===== src/dbc_defines.svh =====
// Timing counts, field positions and reset values for the DRAM board cycle controller.
// Assumes a single 50 MHz clock; all cycle counts derive from the ns values below.
//
// Functional notes
// - Extended address bits must match jumper value.
// - Select needs five terms, taken at delayed sync.
// - Mid address offset by start; range match selects.
// - Translated address compared against size jumpers.
// - Arbitrate refresh and select latches, pick cycle type.
// - Cycle flags valid at 50ns; chain ends 250ns.
// - Cycle end clears only the serviced latch.
// - Normal cycle strobes one row at 50ns.
// - Refresh strobes both rows from 150ns.
// - Row address idle, column at 100ns.
// - Column strobe at 150ns, normal cycles only.
// - Read reply asserted at 200ns.
// - Write enables need 150ns and data-out strobe.
// - Word write both bytes; byte write by bit0.
// - Refresh uses counter address; counter then increments.
// - One parity bit per data byte on write.
// - Bit 16 on write forces wrong parity.
// - Read parity mismatch raises bus/jumper error.
// - No cycles while power-good is low.
// - Refresh from oscillator, or bus refresh by jumper.
// - Transceivers drive bus only during read.
// - Either reply drives bus reply.
// - Reply drops after strobe; master then drops sync.
// - One refresh about every 16 microseconds.
// - I/O page signal deselects when jumper fitted.
`ifndef DBC_DEFINES_SVH
`define DBC_DEFINES_SVH
`define DBC_CLK_MHZ        50
`define DBC_T_FLAG_NS      50
`define DBC_T_MUX_NS       100
`define DBC_T_CAS_NS       150
`define DBC_T_RPLY_NS      200
`define DBC_T_END_NS       250
`define DBC_T_REF_NS       16000
`define DBC_CYC_UP(ns)     (((ns) * `DBC_CLK_MHZ + 999) / 1000)
`define DBC_T_FLAG_CYC     `DBC_CYC_UP(`DBC_T_FLAG_NS)
`define DBC_T_MUX_CYC      `DBC_CYC_UP(`DBC_T_MUX_NS)
`define DBC_T_CAS_CYC      `DBC_CYC_UP(`DBC_T_CAS_NS)
`define DBC_T_RPLY_CYC     `DBC_CYC_UP(`DBC_T_RPLY_NS)
`define DBC_T_END_CYC      `DBC_CYC_UP(`DBC_T_END_NS)
`define DBC_T_REF_CYC      ((`DBC_T_REF_NS * `DBC_CLK_MHZ) / 1000)
`define DBC_ROW_LSB        1
`define DBC_COL_LSB        9
`define DBC_MID_LSB        11
`define DBC_FPAR_BIT       16
`define DBC_CNT_RST        8'h00
`endif


===== src/dbc_pkg.sv =====
// Types shared by the DRAM board cycle controller.
// Assumes the defines header is compiled alongside.
package dbc_pkg;
   typedef enum logic [1:0] {DBC_IDLE, DBC_RUN, DBC_DONE} dbc_state_t;
   // Bus control pins, as seen after the receivers (levels as on the pins)
   typedef struct packed {
      logic sync_n;
      logic din_n;
      logic dout_n;
      logic wtbt_n;
      logic bs7_n;
      logic bref_n;
      logic dcok;
   } dbc_pins_t;
   // Static board straps
   typedef struct packed {
      logic [3:0] ext_match;
      logic [6:0] start;
      logic [6:0] size;
      logic       bs7_dsel_en;
      logic       row_sel;
      logic       parity_fit;
      logic       bus_ref_sel;
      logic       perr_jmp_en;
   } dbc_jumpers_t;
endpackage : dbc_pkg


===== src/dbc_ctrl.sv =====
// DRAM board cycle controller: select, arbitration, cycle timing, strobes,
// write enables, replies, refresh and parity.
// Assumes bus pins and straps are asynchronous to i_clk; memory read data is
// settled by the reply tap.
//
// The implementer's own choices: the plain strobed port and the register offsets.
`include "dbc_defines.svh"
module dbc_ctrl #(
   parameter int DAL_W = 22,
   parameter int MA_W  = 8
) (
   input  wire logic               i_clk,
   input  wire logic               i_resetn,
   input  wire dbc_pkg::dbc_pins_t    i_pins,
   input  wire dbc_pkg::dbc_jumpers_t i_jumpers,
   input  wire logic [DAL_W-1:0]   i_dal,
   input  wire logic [17:0]        i_mem_rdata,
   output logic [15:0]             o_dal_out,
   output logic                    o_dal_oe,
   output logic                    o_bus_perr,
   output logic                    o_perr_jumper,
   output logic                    o_rply_n,
   output logic                    o_row_strobe_bank0_n,
   output logic                    o_row_strobe_bank1_n,
   output logic                    o_col_strobe_n,
   output logic [MA_W-1:0]         o_dram_address_lines,
   output logic                    o_write_enable_low_byte_n,
   output logic                    o_write_enable_high_byte_n,
   output logic [17:0]             o_mem_wdata,
   output logic                    o_normal_cycle_flag,
   output logic                    o_refresh_cycle_flag
);
   import dbc_pkg::*;

   initial begin
      if (DAL_W != 22 || MA_W != 8) begin
         $error("dbc_ctrl: only DAL_W=22, MA_W=8 supported");
      end
   end

   localparam logic [7:0] T_FLAG = 8'(`DBC_T_FLAG_CYC);
   localparam logic [7:0] T_MUX  = 8'(`DBC_T_MUX_CYC);
   localparam logic [7:0] T_CAS  = 8'(`DBC_T_CAS_CYC);
   localparam logic [7:0] T_RPLY = 8'(`DBC_T_RPLY_CYC);
   localparam logic [7:0] T_END  = 8'(`DBC_T_END_CYC);
   localparam logic [9:0] T_REF  = 10'(`DBC_T_REF_CYC);

   // Odd parity bit for one byte
   function automatic logic odd_par(input logic [7:0] b);
      odd_par = ~^b;
   endfunction : odd_par

   // Pin synchronisers; first stage read only by second
   dbc_pins_t          pins_m_r, pins_s_r;
   dbc_jumpers_t       jmp_m_r, jmp_s_r;
   logic [DAL_W-1:0]   dal_m_r, dal_s_r;
   always_ff @(posedge i_clk or negedge i_resetn) begin
      if (!i_resetn) begin
         pins_m_r <= '{sync_n:1'b1, din_n:1'b1, dout_n:1'b1, wtbt_n:1'b1,
                       bs7_n:1'b1, bref_n:1'b1, dcok:1'b0};
         pins_s_r <= '{sync_n:1'b1, din_n:1'b1, dout_n:1'b1, wtbt_n:1'b1,
                       bs7_n:1'b1, bref_n:1'b1, dcok:1'b0};
         jmp_m_r  <= '0;
         jmp_s_r  <= '0;
         dal_m_r  <= '0;
         dal_s_r  <= '0;
      end else begin
         pins_m_r <= i_pins;
         pins_s_r <= pins_m_r;
         jmp_m_r  <= i_jumpers;
         jmp_s_r  <= jmp_m_r;
         dal_m_r  <= i_dal;
         dal_s_r  <= dal_m_r;
      end
   end

   logic sync_act, din_act, dout_act, wtbt_act;
   assign sync_act = !pins_s_r.sync_n;
   assign din_act  = !pins_s_r.din_n;
   assign dout_act = !pins_s_r.dout_n;
   assign wtbt_act = !pins_s_r.wtbt_n;

   // Sync edge and the delayed sync used to take the select decision
   logic sync_prev_r, delayed_sync_r;
   logic sync_fall;
   always_ff @(posedge i_clk or negedge i_resetn) begin
      if (!i_resetn) begin
         sync_prev_r    <= 1'b0;
         delayed_sync_r <= 1'b0;
      end else begin
         sync_prev_r    <= sync_act;
         delayed_sync_r <= sync_fall;
      end
   end
   assign sync_fall = sync_act && !sync_prev_r;

   // Address portion captured at sync; read/write decided there too
   logic [DAL_W-1:0] addr_r;
   logic             is_write_r;
   always_ff @(posedge i_clk or negedge i_resetn) begin
      if (!i_resetn) begin
         addr_r     <= '0;
         is_write_r <= 1'b0;
      end else if (sync_fall) begin
         addr_r     <= dal_s_r;
         is_write_r <= wtbt_act;
      end
   end

   // Select terms
   logic [3:0] extended_address_bits;
   logic [6:0] latched_address_mid_bits;
   logic [7:0] translated_address;
   logic       ext_ok, range_ok, size_ok, bs7_ok, board_sel;
   logic       latched_byte_select, address_bit_sixteen;
   assign extended_address_bits    = addr_r[21:18];
   assign latched_address_mid_bits = addr_r[17:`DBC_MID_LSB];
   assign latched_byte_select      = addr_r[0];
   assign address_bit_sixteen      = dal_s_r[`DBC_FPAR_BIT];
   assign ext_ok = (extended_address_bits == jmp_s_r.ext_match);
   // start offset adder; no borrow means in range
   assign translated_address = {1'b0, latched_address_mid_bits} - {1'b0, jmp_s_r.start};
   assign range_ok = !translated_address[7];
   assign size_ok  = (translated_address[6:0] < jmp_s_r.size);
   assign bs7_ok   = !(!pins_s_r.bs7_n && jmp_s_r.bs7_dsel_en);
   // five terms, power good among them
   assign board_sel = ext_ok && range_ok && size_ok && bs7_ok && pins_s_r.dcok;

   // Refresh source: internal oscillator or bus refresh
   logic [9:0] osc_cnt_r;
   logic       bref_prev_r;
   logic       osc_tick, bref_fall, ref_tick;
   always_ff @(posedge i_clk or negedge i_resetn) begin
      if (!i_resetn) begin
         osc_cnt_r   <= '0;
         bref_prev_r <= 1'b0;
      end else begin
         osc_cnt_r   <= osc_tick ? '0 : osc_cnt_r + 10'h001;
         bref_prev_r <= !pins_s_r.bref_n;
      end
   end
   assign osc_tick  = (osc_cnt_r == T_REF - 10'h001);
   assign bref_fall = !pins_s_r.bref_n && !bref_prev_r;
   assign ref_tick  = jmp_s_r.bus_ref_sel ? bref_fall : osc_tick;

   // Request latches and the cycle sequencer
   dbc_state_t state_r;
   logic [7:0] cnt_r;
   logic       ref_req_r, sel_req_r, refresh_r;
   logic       start, cyc_end;
   logic       ref_clr, sel_clr;
   // arbitration; refresh wins a tie, no start without power good
   assign start   = (state_r == DBC_IDLE) && (ref_req_r || sel_req_r) && pins_s_r.dcok;
   // chain ends at the last tap; normal waits for sync release
   assign cyc_end = (state_r == DBC_DONE) && (refresh_r || !sync_act);
   assign ref_clr = cyc_end && refresh_r;
   assign sel_clr = cyc_end && !refresh_r;

   always_ff @(posedge i_clk or negedge i_resetn) begin
      if (!i_resetn) begin
         ref_req_r <= 1'b0;
      end else if (ref_tick) begin
         ref_req_r <= 1'b1;
      end else if (ref_clr) begin
         ref_req_r <= 1'b0;
      end
   end
   // request stays latched across a refresh
   always_ff @(posedge i_clk or negedge i_resetn) begin
      if (!i_resetn) begin
         sel_req_r <= 1'b0;
      end else if (delayed_sync_r && board_sel) begin
         sel_req_r <= 1'b1;
      end else if (sel_clr) begin
         sel_req_r <= 1'b0;
      end
   end

   always_ff @(posedge i_clk or negedge i_resetn) begin
      if (!i_resetn) begin
         state_r   <= DBC_IDLE;
         cnt_r     <= `DBC_CNT_RST;
         refresh_r <= 1'b0;
      end else begin
         case (state_r)
            DBC_IDLE: begin
               cnt_r <= `DBC_CNT_RST;
               if (start) begin
                  state_r   <= DBC_RUN;
                  refresh_r <= ref_req_r;
               end
            end
            DBC_RUN: begin
               cnt_r <= cnt_r + 8'h01;
               if (cnt_r == T_END - 8'h01) begin
                  state_r <= DBC_DONE;
               end
            end
            DBC_DONE: begin
               if (cyc_end) begin
                  state_r <= DBC_IDLE;
               end
            end
            default: state_r <= DBC_IDLE;
         endcase
      end
   end
   logic active, past_flag, past_mux, past_cas, past_rply, normal, refr;
   assign active    = (state_r != DBC_IDLE);
   assign past_flag = active && (cnt_r >= T_FLAG);
   assign past_mux  = active && (cnt_r >= T_MUX);
   assign past_cas  = active && (cnt_r >= T_CAS);
   assign past_rply = active && (cnt_r >= T_RPLY);
   assign normal    = past_flag && !refresh_r;
   assign refr      = past_flag && refresh_r;

   // cycle type flags only from the first tap
   always_ff @(posedge i_clk or negedge i_resetn) begin
      if (!i_resetn) begin
         o_normal_cycle_flag  <= 1'b0;
         o_refresh_cycle_flag <= 1'b0;
      end else begin
         o_normal_cycle_flag  <= normal;
         o_refresh_cycle_flag <= refr;
      end
   end

   // Row and column strobes
   always_ff @(posedge i_clk or negedge i_resetn) begin
      if (!i_resetn) begin
         o_row_strobe_bank0_n <= 1'b1;
         o_row_strobe_bank1_n <= 1'b1;
         o_col_strobe_n       <= 1'b1;
      end else begin
         // one row for normal; both rows for refresh
         o_row_strobe_bank0_n <= !((normal && !jmp_s_r.row_sel) || (refr && past_cas));
         o_row_strobe_bank1_n <= !((normal && jmp_s_r.row_sel) || (refr && past_cas));
         o_col_strobe_n       <= !(past_cas && !refresh_r);
      end
   end

   // Address multiplexer and refresh counter
   logic [MA_W-1:0] ref_addr_r;
   always_ff @(posedge i_clk or negedge i_resetn) begin
      if (!i_resetn) begin
         ref_addr_r <= '0;
      end else if (ref_clr) begin
         ref_addr_r <= ref_addr_r + 8'h01;
      end
   end

   always_ff @(posedge i_clk or negedge i_resetn) begin
      if (!i_resetn) begin
         o_dram_address_lines <= '0;
      end else if (refr) begin
         o_dram_address_lines <= ref_addr_r;
      end else if (past_mux && !refresh_r) begin
         o_dram_address_lines <= addr_r[`DBC_COL_LSB +: MA_W];
      end else begin
         o_dram_address_lines <= addr_r[`DBC_ROW_LSB +: MA_W];
      end
   end

   // Write enables and write data with parity
   logic wr_ok, byte_wr, wr_lo, wr_hi;
   // needs the cas tap and data-out strobe
   assign wr_ok   = past_cas && !refresh_r && is_write_r && dout_act;
   assign byte_wr = wtbt_act;
   // word writes both; byte by bit0
   assign wr_lo   = wr_ok && (!byte_wr || !latched_byte_select);
   assign wr_hi   = wr_ok && (!byte_wr || latched_byte_select);
   always_ff @(posedge i_clk or negedge i_resetn) begin
      if (!i_resetn) begin
         o_write_enable_low_byte_n  <= 1'b1;
         o_write_enable_high_byte_n <= 1'b1;
      end else begin
         o_write_enable_low_byte_n  <= !wr_lo;
         o_write_enable_high_byte_n <= !wr_hi;
      end
   end

   logic force_bad;
   assign force_bad = jmp_s_r.parity_fit && address_bit_sixteen;
   always_ff @(posedge i_clk or negedge i_resetn) begin
      if (!i_resetn) begin
         o_mem_wdata <= '0;
      end else begin
         o_mem_wdata <= {odd_par(dal_s_r[15:8]) ^ force_bad,
                         odd_par(dal_s_r[7:0]) ^ force_bad,
                         dal_s_r[15:0]};
      end
   end

   // Replies, read data and parity check
   logic rd_rply_r, rd_go, par_err;
   assign rd_go   = past_rply && !refresh_r && !is_write_r && din_act;
   // recompute over data and stored bit
   assign par_err = jmp_s_r.parity_fit &&
                    (!(^{i_mem_rdata[7:0], i_mem_rdata[16]}) ||
                     !(^{i_mem_rdata[15:8], i_mem_rdata[17]}));
   always_ff @(posedge i_clk or negedge i_resetn) begin
      if (!i_resetn) begin
         rd_rply_r <= 1'b0;
      end else begin
         // read reply at 200ns, held while data-in
         rd_rply_r <= rd_go;
      end
   end

   always_ff @(posedge i_clk or negedge i_resetn) begin
      if (!i_resetn) begin
         o_rply_n <= 1'b1;
      end else begin
         o_rply_n <= !(rd_go || wr_ok);
      end
   end
   always_ff @(posedge i_clk or negedge i_resetn) begin
      if (!i_resetn) begin
         o_dal_out     <= '0;
         o_dal_oe      <= 1'b0;
         o_bus_perr    <= 1'b0;
         o_perr_jumper <= 1'b0;
      end else begin
         o_dal_oe <= rd_go;
         if (rd_go && !rd_rply_r) begin
            o_dal_out     <= i_mem_rdata[15:0];
            // error to bus and strap output
            o_bus_perr    <= par_err;
            o_perr_jumper <= par_err && jmp_s_r.perr_jmp_en;
         end else if (!rd_go) begin
            o_bus_perr    <= 1'b0;
            o_perr_jumper <= 1'b0;
         end
      end
   end
   // Checks
   logic [8:0] wait_cnt_r;
   always_ff @(posedge i_clk or negedge i_resetn) begin
      if (!i_resetn) begin
         wait_cnt_r <= '0;
      end else if (!sel_req_r || active && !refresh_r) begin
         wait_cnt_r <= '0;
      end else begin
         wait_cnt_r <= wait_cnt_r + 9'h001;
      end
   end

   chk_flag_timing: assert property (@(posedge i_clk) disable iff (!i_resetn)
      (o_normal_cycle_flag || o_refresh_cycle_flag) |-> $past(cnt_r) >= T_FLAG)
      else $error("cycle flag before first tap");
   chk_row_one_bank: assert property (@(posedge i_clk) disable iff (!i_resetn)
      o_normal_cycle_flag |-> (o_row_strobe_bank0_n != o_row_strobe_bank1_n))
      else $error("normal cycle strobed other than one row");
   chk_refresh_rows: assert property (@(posedge i_clk) disable iff (!i_resetn)
      (refr && cnt_r == T_CAS) |=> (!o_row_strobe_bank0_n && !o_row_strobe_bank1_n))
      else $error("refresh did not strobe both rows");
   chk_cas_normal: assert property (@(posedge i_clk) disable iff (!i_resetn)
      !o_col_strobe_n |-> $past(active && !refresh_r && cnt_r >= T_CAS))
      else $error("column strobe outside normal cycle");
   chk_read_reply: assert property (@(posedge i_clk) disable iff (!i_resetn)
      $fell(o_rply_n) && !is_write_r |-> $past(cnt_r) >= T_RPLY)
      else $error("read reply too early");
   chk_we_gate: assert property (@(posedge i_clk) disable iff (!i_resetn)
      (!o_write_enable_low_byte_n || !o_write_enable_high_byte_n)
      |-> $past(dout_act && cnt_r >= T_CAS))
      else $error("write enable without strobe or time");
   chk_byte_write: assert property (@(posedge i_clk) disable iff (!i_resetn)
      $past(wr_ok && byte_wr) |-> (o_write_enable_low_byte_n != o_write_enable_high_byte_n))
      else $error("byte write enabled both bytes");
   chk_no_power: assert property (@(posedge i_clk) disable iff (!i_resetn)
      (state_r == DBC_IDLE && !pins_s_r.dcok) |=> state_r == DBC_IDLE)
      else $error("cycle started without power good");
   chk_bus_drive: assert property (@(posedge i_clk) disable iff (!i_resetn)
      o_dal_oe |-> !is_write_r && !refresh_r)
      else $error("bus driven outside read");
   chk_refresh_step: assert property (@(posedge i_clk) disable iff (!i_resetn)
      ref_clr |=> ref_addr_r == $past(ref_addr_r) + 8'h01)
      else $error("refresh counter did not advance");
   chk_sel_latency: assert property (@(posedge i_clk) disable iff (!i_resetn)
      wait_cnt_r < 9'(T_END) + 9'h008)
      else $error("bus request waited beyond one cycle");
   chk_read_hold: assert property (@(posedge i_clk) disable iff (!i_resetn)
      (!o_rply_n && !is_write_r && din_act) |=> !o_rply_n)
      else $error("read reply dropped while data-in held");

endmodule : dbc_ctrl


===== config.mk =====
export PLATFORM = sky130hd
export DESIGN_NAME = dbc_ctrl
export DESIGN_NICKNAME = d
export VERILOG_FILES = /design/src/dbc_pkg.sv /design/src/dbc_ctrl.sv
export VERILOG_INCLUDE_DIRS = /design/src
export SDC_FILE = /design/constraint.sdc
export NUM_CORES = 1
export LEC_CHECK = 0
export ABC_AREA = 1
export BUFFER_PORTS_ARGS = -buffer_cell sky130_fd_sc_hd__buf_2
export CELL_PAD_IN_SITES_DETAIL_PLACEMENT = 1
export CELL_PAD_IN_SITES_GLOBAL_PLACEMENT = 1
export CORE_MARGIN = 2
export CORE_UTILIZATION = 45
export CTS_CLUSTER_SIZE = 14
export DETAILED_ROUTE_END_ITERATION = 12
export GPL_TIMING_DRIVEN = 0
export PLACE_DENSITY = 0.83
export SETUP_SLACK_MARGIN = 0.15
export SLEW_MARGIN = 25
export SYNTH_ARGS = -nofsm -noshare
export SYNTH_HDL_FRONTEND = slang
export SYNTH_SLANG_ARGS = --single-unit

===== constraint.sdc =====
create_clock -name i_clk -period 2.9 [get_ports i_clk]
set_input_delay 0.29 -clock i_clk [delete_from_list [all_inputs] [get_ports i_clk]]
set_output_delay 0.29 -clock i_clk [all_outputs]
set_load 0.02 [all_outputs]

# After elaboration in Yosys (flattened, before gate mapping)
# Index checks and enable logic that the tools add are counted.
# word_totals
output_inout_bits	53
elab_cells	171
inputBits	72
ff_bits	214
# op_classes
n_eq_ne	9
order_cmp	5
n_mux	16
bitwise_logic	2
addsub	4
n_reduce_logical	77
# ops
cell	n
logical AND 1 bit	35
logical NOT 1 bit	23
XOR reduction 9 bit	2
adder 8 x 1 -> 8 bit, second input constant	2
greater-or-equal comparator 8 x 4 -> 1 bit, second input constant	2
2-to-1 mux 8 bit	2
case mux 8 bit (2 select lines)	1
XNOR reduction 8 bit	2
adder 10 x 1 -> 10 bit, second input constant	1
== test 10 bit, second input constant	1
2-to-1 mux 10 bit	1
== test 8 x 4 -> 1 bit, second input constant	1
greater-or-equal comparator 8 x 2 -> 1 bit, second input constant	1
greater-or-equal comparator 8 x 3 -> 1 bit, second input constant	1
logical OR 1 bit	8
2-to-1 mux 1 bit	8
nonzero test 2 bit	4
subtractor 7 x 7 -> 8 bit	1
< comparator 7 bit	1
2-to-1 mux 2 bit	3
!= test 2 bit, second input constant	3
case mux 2 bit (3 select lines)	1
== test 4 bit	1
AND reduction 3 bit	1
6 further kinds	7

# Logic depth before layout (Yosys ltp)
# Gate-level depths: netlist of the first run.
# depth
word_depth	8
mapped_depth	16
mapped_depth_nobuf	16

# Least setup slack after synthesis of the first run
# Ideal clock, no wire load.
# synth_path
path_type	register -> register
startpoint	register addr_r[11]
endpoint	register sel_req_r
path_stages_with_launch	17
setup_ns	0.065
arrival_time_ns	2.276
period_less_slack_ns	2.341
path_buffers	0
t_required_ns	2.835
path_slack_ns	0.559
path_cell_list	dfrtp_1 > inv_1 > ha_1 > inv_1 > fa_1 > nand3_1 > nand2_1 > a21o_1 > a21oi_1 > xnor2_1 > ha_1 > nand2_1 > inv_1 > o21ai_0 > nor3b_1 > nand4_1 > nand2_1
# synth_via
elab_chain_cells	8
elab_cells_between_ends	10
classes_between	add/sub (1); order compare (1); mux (1); reduce/logical (7)
# synth_rtl
item	line_no	source
start, declared	dbc_ctrl.sv:98	logic [DAL_W-1:0] addr_r;
start signal, assigned	dbc_ctrl.sv:105	addr_r <= dal_s_r;
subtractor 7 x 7 -> 8 bit (*)	dbc_ctrl.sv:122	assign translated_address = {1'b0, latched_address_mid_bits} - {1'b0, jmp_s_r.start};
parallel branches: the longest is 2 deep, another holds < comparator 7 bit	--	
logical AND 1 bit (*) (3 in series)	dbc_ctrl.sv:127	assign board_sel = ext_ok && range_ok && size_ok && bs7_ok && pins_s_r.dcok;
logical AND 1 bit (*)	dbc_ctrl.sv:172	end else if (delayed_sync_r && board_sel) begin
2-to-1 mux 1 bit or nonzero test 2 bit (tied branches)	--	
end signal, assigned	dbc_ctrl.sv:171	sel_req_r <= 1'b0;
end signal, assigned	dbc_ctrl.sv:173	sel_req_r <= 1'b1;
end signal, assigned	dbc_ctrl.sv:175	sel_req_r <= 1'b0;
end, declared	dbc_ctrl.sv:149	logic ref_req_r, sel_req_r, refresh_r;
# Every way passes the cells marked *.
# A chain may end at the register's enable or synchronous reset.

# Worst setup path in the final report of the first run
# Same ends and word-level chain as after synthesis.

==> summary.txt, run 1 <==
Worst skew pair latency = 0.53 ns
Post-Syn Area = 7830 µm²
Max H-tree Level = 1
Die Wd = 136 µm
Top cell type's share of synthesized area = 0.626
Crit. End Element = flip-flop
Gp weighted congestion = 0.847
Ys flop type = dfrtp_1
Number of global-route vias before repair = 6234
Residual DRC = 0
Final worst-path cycle share = 0.939
Global-route wire length before repair = 33.3 mm
RR Startpoint = addr_r[11]
1st-iter DRT viols = 257
Die H = 136 µm
Fmax achieved = 367 MHz
Post-Synth Simple-Gate Area = 0.121
Crit path largest cell delay = 0.40 ns
Max-slew headroom = 0.614
CP Data Arrival Time = 3.19 ns
Setup CP Type = reg -> reg
Antenna violations before repair = 1
Number of standard cells after synthesis = 649
Crit Path Max Fanout = 2
Clk Tree Root Cell = clkbuf_16
Detailed Route WL = 21.7 mm
Synth-to-Final Area Change = 30.4%
1st-pass router iterations = 4
CTS tree = built
Hold Path Cell Cnt = 3
Routed WL per cell = 19.7 µm
Post-synth EDFFs = 0
Via density = 5.03
RSZ-0062 raised after global routing = no
Yosys top cell by area = dfrtp_1
HP Start = i_mem_rdata[6]
Adder-cell share of the synthesized area = 0.0329
Async SR Flop Fraction = 1.00
Worst hold endpoint = o_dal_out[6]
Mux cell area share after synthesis = 0.0287
Clock skew = 0.0262 ns
Antenna diodes = 0
Port Buffers = 124
Starting Density = 0.456
CP startpoint kind = flip-flop
Nets@finish = 948
Worst reg2reg setup slack = 0.18 ns
Multi-input gate area = 2190 µm²
Min Hold Slack = 0.0245 ns
Reg clk slew, reported paths = 0.07 ns
WP data required = 3.37 ns
Main combinational cell family by area after synthesis = simple AND/OR/NAND/NOR gates
MaxCap Viol Count = 0
CP most frequent cell = inv_2
Antenna Nets Post-Route = 0
Yosys warning count = 0
Synth area leaders = dfrtp_1 63%, nand2_1 6.4%, dfstp_2 6.0%
Vias = 5524
Worst R2R End = sel_req_r
Worst Hold Class = in -> reg
TritonCTS Sinks = 214
Post-synthesis xor/xnor area fraction = 0.0503
Fill cells = 1812
Synth cell count leaders = 196 x dfrtp_1, 134 x nand2_1, 69 x inv_1
Die Footprint = 18500 µm²
# IOs = 125
Final HPWL DP = 12.7 mm
Post-DP Area = 8800 µm²
Total GRT Usage = 0.237
Pin count of the biggest net entering global routing = 92
Cell Pwr Density = 759 nW/µm²
CTS buffer count = 23
Worst VDD drop = 0.512 mV
Share of layout cells above drive strength 1 = 0.289
Worst-margin pin slew = 0.578 ns
Worst-case clock buffer depth = 3
Final Hold Fails = 0
Depth of the most critical reg-to-reg path = 16
Post-route minimum period = 2.72 ns
Net Count, Synth = 741
Highest-delay cell along the critical path = dfrtp_1
Syn_area_per_cell = 12.1 µm²
Register area share after synthesis = 0.686
Pins over their slew limit = 0
Core ar. = 17200 µm²
Final setup vio count = 0
Overall power = 7750 µW
FF+latch count, synth = 214
Cell Rows = 48
Compound-cell area share of the yosys netlist = 0.0383
Register area = 5380 µm²
Critical path cell sequence = inv_2 > ha_4 > inv_2 > fa_2 > nand3_2 > nand2_2 > a21o_1 > a21oi_4 > xnor2_2 > ha_1 > nand2_1 > inv_2 > o21ai_1 > nor3b_2 > nand4_1 > nand2_1
Post-route cell area = 10200 µm²
Distinct cell type count after synthesis = 34
Grt ovf = 0
Count leader, synth = dfrtp_1
Status = finished, final reports clean
Pleak = 0.00502 µW
## registers in the layout, summed over array words and instances (netlist names), 10 cells and up
| name | cells |
|---|---|
| addr_r | 22 |
| dal_m_r | 22 |
| dal_s_r | 22 |
| jmp_m_r | 23 |
| jmp_s_r | 23 |
| o_dal_out | 16 |
| o_mem_wdata | 18 |
| osc_cnt_r | 10 |
## critical path, delay by kind of cell, from the launching register on
family,cells,cell delay [ns]
DFF,1,0.40
xor gates and xnor gates,1,0.16
AOI/OAI and AO/OA,3,0.49
adders and majority gates,3,0.81
and+or+nand+nor,6,0.62
buffers and inverters,3,0.18
## routing by layer
layer / global-route usage / share of wire / routed length, µm / vias up
met5: 0 / 0.00032 / 7 / -
met1: 0.269 / 0.36 / 7910 / 2796
met4: 0.112 / 0.063 / 1360 / 2
li1: - / - / - / 2476
met3: 0.0429 / 0.047 / 1020 / 82
met2: 0.431 / 0.53 / 11400 / 168
## placed cells by master (no fill, tap or decap), types with 2 or more instances in the layout
cell,n
clkbuf_16,23
ha_1,18
a21oi_1,12
mux2_2,20
o21ai_0,11
buf_2,125
or2_2,2
dlygate4sd3_1,53
buf_16,2
nor3_1,2
clkbuf_8,8
clkbuf_1,5
o21ai_2,8
nor3b_1,2
nand2_1,133
nand3_1,27
buf_4,3
xnor2_1,20
xnor2_2,2
inv_2,8
nor2_1,32
buf_6,3
inv_1,66
dfstp_2,18
a31oi_1,10
bufinv_16,2
nand2_2,9
nor2_2,3
nand4_1,4
dfrtp_1,196
nor3_2,2
xor2_1,23
clkinv_2,3
## final cells by class
class | instances | share of cell area
sequential | 214 | 0.526
inverter | 75 | 0.0278
buffer | 5 | 0.00429
multi-input combinational | 355 | 0.214
tap | 225 | 0.0276
clock inverter | 6 | 0.00931
timing repair buffer | 182 | 0.121
clock buffer | 36 | 0.0690
## stage by stage
stage                     setup TNS, ns   util  worst slack (ns)  instances
after CTS                             0  0.591             0.158       1095
after global placement          -354.25  0.509             -1.77        998
final                                 0  0.595             0.176       1098
after global routing                  0  0.595            0.0923       1098
after detailed placement              0  0.512            0.0615       1000
after floorplan                       0      -             0.559        649
## logic make-up after synthesis
kind of cell               count (synthesis)
AOI/OAI and AO/OA                         49
xor gates and xnor gates                  45
adders and majority gates                 20
buffers and inverters                     80
DFF                                      214
muxes                                     20
and+or+nand+nor                          221
## power breakdown
| part | internal [µW] | switching, µW |
|---|---|---|
| Sequential | 3250 | 209 |
| Clock | 1850 | 1210 |
| Combinational | 462 | 765 |
## repair_timing
action	4_1_cts	5_1_grt
endpoints found under the hold margin	109	0
buffers inserted	0	3
hold buffers	53	0
pin swaps	2	9
endpoints found under the setup margin	1	1
gates resized for setup	4	12
## worst max-delay path by stage
stage                     startpoint             endpoint  cells past startpoint
after floorplan           addr_r[11]            sel_req_r                     16
after global placement      i_resetn  o_normal_cycle_flag                      1
after detailed placement  addr_r[11]            sel_req_r                     16
after CTS                 addr_r[11]            sel_req_r                     16
after global routing      addr_r[11]            sel_req_r                     16
final                     addr_r[11]            sel_req_r                     16
No activity file was read; power rests on OpenSTA's default activity.
==> inputs of run 2 (changes only) <==
--- a/config.mk
+++ b/config.mk
@@ -16,6 +16,7 @@
 export DETAILED_ROUTE_END_ITERATION = 12
 export GPL_TIMING_DRIVEN = 0
 export PLACE_DENSITY = 0.83
+export RECOVER_POWER = 100
 export SETUP_SLACK_MARGIN = 0.15
 export SLEW_MARGIN = 25
 export SYNTH_ARGS = -nofsm -noshare
==> constraint.sdc (replaced) <==
create_clock -name i_clk -period 2.64 [get_ports i_clk]
set_input_delay 0.264 -clock i_clk [delete_from_list [all_inputs] [get_ports i_clk]]
set_output_delay 0.264 -clock i_clk [all_outputs]
set_load 0.02 [all_outputs]
==> run 2 against run 1 <==
Against the previous run:
- the run now ends with max-capacitance violations, max-slew violations, negative setup slack left
- global-route usage grew 0.62 points
- critical path depth is the same
- register-to-register slack got worse by 0.31 ns
- clock power up 9.8%
- worst setup slack worse by 0.31 ns
- critical endpoint unchanged
- largest cell class unchanged
==> summary.txt, run 2 (synthesized netlist as in run 1, its figures left out) <==
Clk Tree Root Cell = clkbuf_16
Port Buffers = 124 (unchanged)
Die H = 136 µm (unchanged)
Die Wd = 136 µm (unchanged)
Crit. End Element = flip-flop
Pin count of the biggest net entering global routing = 92 (unchanged)
Cell Pwr Density = 840 nW/µm² (+11%)
CTS buffer count = 23 (unchanged)
Share of layout cells above drive strength 1 = 0.192 (-0.0969)
1st-iter DRT viols = 291 (+13%)
TritonCTS Sinks = 214 (unchanged)
CP startpoint kind = flip-flop
Failing checks = max-capacitance violations, max-slew violations, negative setup slack
Routed WL per cell = 20.0 µm (+1.3%)
WP data required = 3.10 ns (-0.27 ns)
Reg clk slew, reported paths = 0.06 ns (about the same)
Grt ovf = 0 (unchanged)
Placed insts = 1000 (unchanged)
RSZ-0062 raised after global routing = yes
Final setup vio count = 1 (+1)
Worst-case clock buffer depth = 3 (unchanged)
Final worst-path cycle share = 1.05 (+0.112)
Biggest regs = jmp_m_r x23, jmp_s_r x23
Crit Path Max Fanout = 2 (unchanged)
Detailed Route WL = 22.0 mm (+1.7%)
Antenna Nets Post-Route = 0 (unchanged)
Total GRT Usage = 0.243 (+0.00622)
Gp weighted congestion = 0.847 (unchanged)
Comb power frac = 0.153 (-0.005)
# IOs = 125 (unchanged)
Commonest non-fill, non-tap cell in the layout = dfrtp_1
Core ar. = 17200 µm² (unchanged)
Final Util = 0.586 (-0.00852)
Fmax achieved = 360 MHz (-1.9%)
Die Footprint = 18500 µm² (unchanged)
Sw Pwr = 2370 µW (+8.7%)
Vias = 5532 (+0.14%)
Pleak = 0.00487 µW (-3.0%)
Final HPWL DP = 12.7 mm (unchanged)
Part of the power in the clock network = 0.397 (+0.002)
Antenna violations before repair = 2 (+1)
Final Non-Filler Cells = 1102 (+0.36%)
MaxCap Viol Count = 1 (+1)
Pins over their slew limit = 63 (+63)
Residual DRC = 0 (unchanged)
Post-route worst setup slack = -0.136 ns (-0.312 ns)
Sequential share of power = 0.450 (+0.003)
Worst skew pair latency = 0.53 ns (about the same)
Int Pwr = 6080 µW (+9.2%)
Status = finished with violations
Setup CP Type = reg -> reg
Switching share of power = 0.281 (-0.000920)
Final Hold Fails = 0 (unchanged)
Number of global-route vias before repair = 6346 (+1.8%)
Via density = 5.02 (-0.22%)
Commonest non-fill, non-tap cells in the layout = 196 x dfrtp_1, 140 x nand2_1, 71 x inv_1, 67 x clkbuf_1, 64 x buf_2
Worst VDD drop = 0.566 mV (+10%)
Global-route wire length before repair = 34.0 mm (+2.2%)
Worst-margin pin slew = 1.65 ns (+1.08 ns)
Worst Hold Class = in -> reg
CP Data Arrival Time = 3.23 ns (+0.04 ns)
Max-slew headroom = -0.103 (-0.717)
Post-route minimum period = 2.78 ns (+0.0515 ns)
Nets@finish = 951 (+0.32%)
1st-pass router iterations = 4 (unchanged)
Max H-tree Level = 1 (unchanged)
CTS tree = built
Cell Rows = 48 (unchanged)
Starting Density = 0.456 (unchanged)
Clock skew = 0.0191 ns (-0.00711 ns)
Synth-to-Final Area Change = 28.5%
run 2: cell count changes in the layout (fill, tap and decap cells not counted), moves of 2 or more:
cell      delta
inv_1        +5
nand2_2      -6
dfstp_1      +2
nand2_1      +7
nor2_2       -3
buf_4        +2
inv_2        -5
dfstp_2      -2
o21ai_2      -6
clkbuf_1    +62
o21ai_0      +7
buf_2       -61
nor2_1       +3
run 2: final cells by class:
class | count | area [µm²]
diodes | 1 | 2.50
plain buffers | 5 | 33.8
clock buffers | 36 | 704
clock inverters | 6 | 95.1
fillers | 1834 | 7110
inverters | 75 | 283
multi-input cells | 355 | 2130
flip-flops and latches | 214 | 5380
well taps | 225 | 282
repair buffers | 185 | 1160
run 2: metrics by stage:
stage / hold slack, ns / TNS [ns] / total power [µW] / cell area (µm²) / setup slack, ns
global route: 0.00729 / -0.199 / 8770 / 10100 / -0.198
detailed placement: 0.235 / -0.198 / 4950 / 8800 / -0.198
finish: 0.00909 / -0.136 / 8460 / 10100 / -0.136
global placement: 0.331 / -404.33 / 4840 / 8740 / -2.01
CTS: 0.00264 / -0.0121 / 8450 / 10200 / -0.0121
floorplan: -0.0316 / 0 / 4470 / 7830 / 0.299
run 2: repair_timing:
item,CTS,global route
hold endpoints to repair,110,0
setup buffers,2,3
hold buffers,54,0
resized for setup,14,3
pin swaps,8,7
endpoints found under the setup margin,1,1
run 2: critical path, stage by stage (launching register included):
cell and delay, ns:
dfrtp_1 0.40, inv_2 0.09, ha_4 0.13, inv_2 0.04, fa_2 0.34, nand3_2 0.09, nand2_2 0.09, a21o_1 0.19
a21oi_2 0.17, xnor2_2 0.16, ha_1 0.30, nand2_1 0.09, inv_2 0.05, o21ai_2 0.07, nor3b_2 0.18, nand4_1 0.18
nand2_1 0.13
run 2: layer usage:
layer	vias up	routed length, µm	track usage
li1	2474	-	-
met1	2806	8150	0.273
met3	82	966	0.0455
met2	168	11700	0.438
met4	2	1210	0.129
met5	-	7	0
run 2: final timing paths:
check	from	endpoint	slack [ns]	depth (start not counted)
max	addr_r[11]	sel_req_r	-0.14	16
min	i_mem_rdata[5]	o_dal_out[5]	0.009	3
max reg2reg	addr_r[11]	sel_req_r	-0.14	16
min reg2reg	jmp_m_r[9]	jmp_s_r[9]	0.34	0
max in group asynchronous	i_resetn	cnt_r[7]	0.38	3
min in group asynchronous	i_resetn	dal_m_r[15]	0.71	2
run 2: power by group through the flow:
stage                     logic [µW]  registers [µW]  clock network [µW]
after global routing            1410            3820                3540
after CTS                       1280            3790                3380
after detailed placement        1120            3830                   0
after global placement          1030            3810                   0
final                           1290            3800                3360
after floorplan                  604            3860                   0
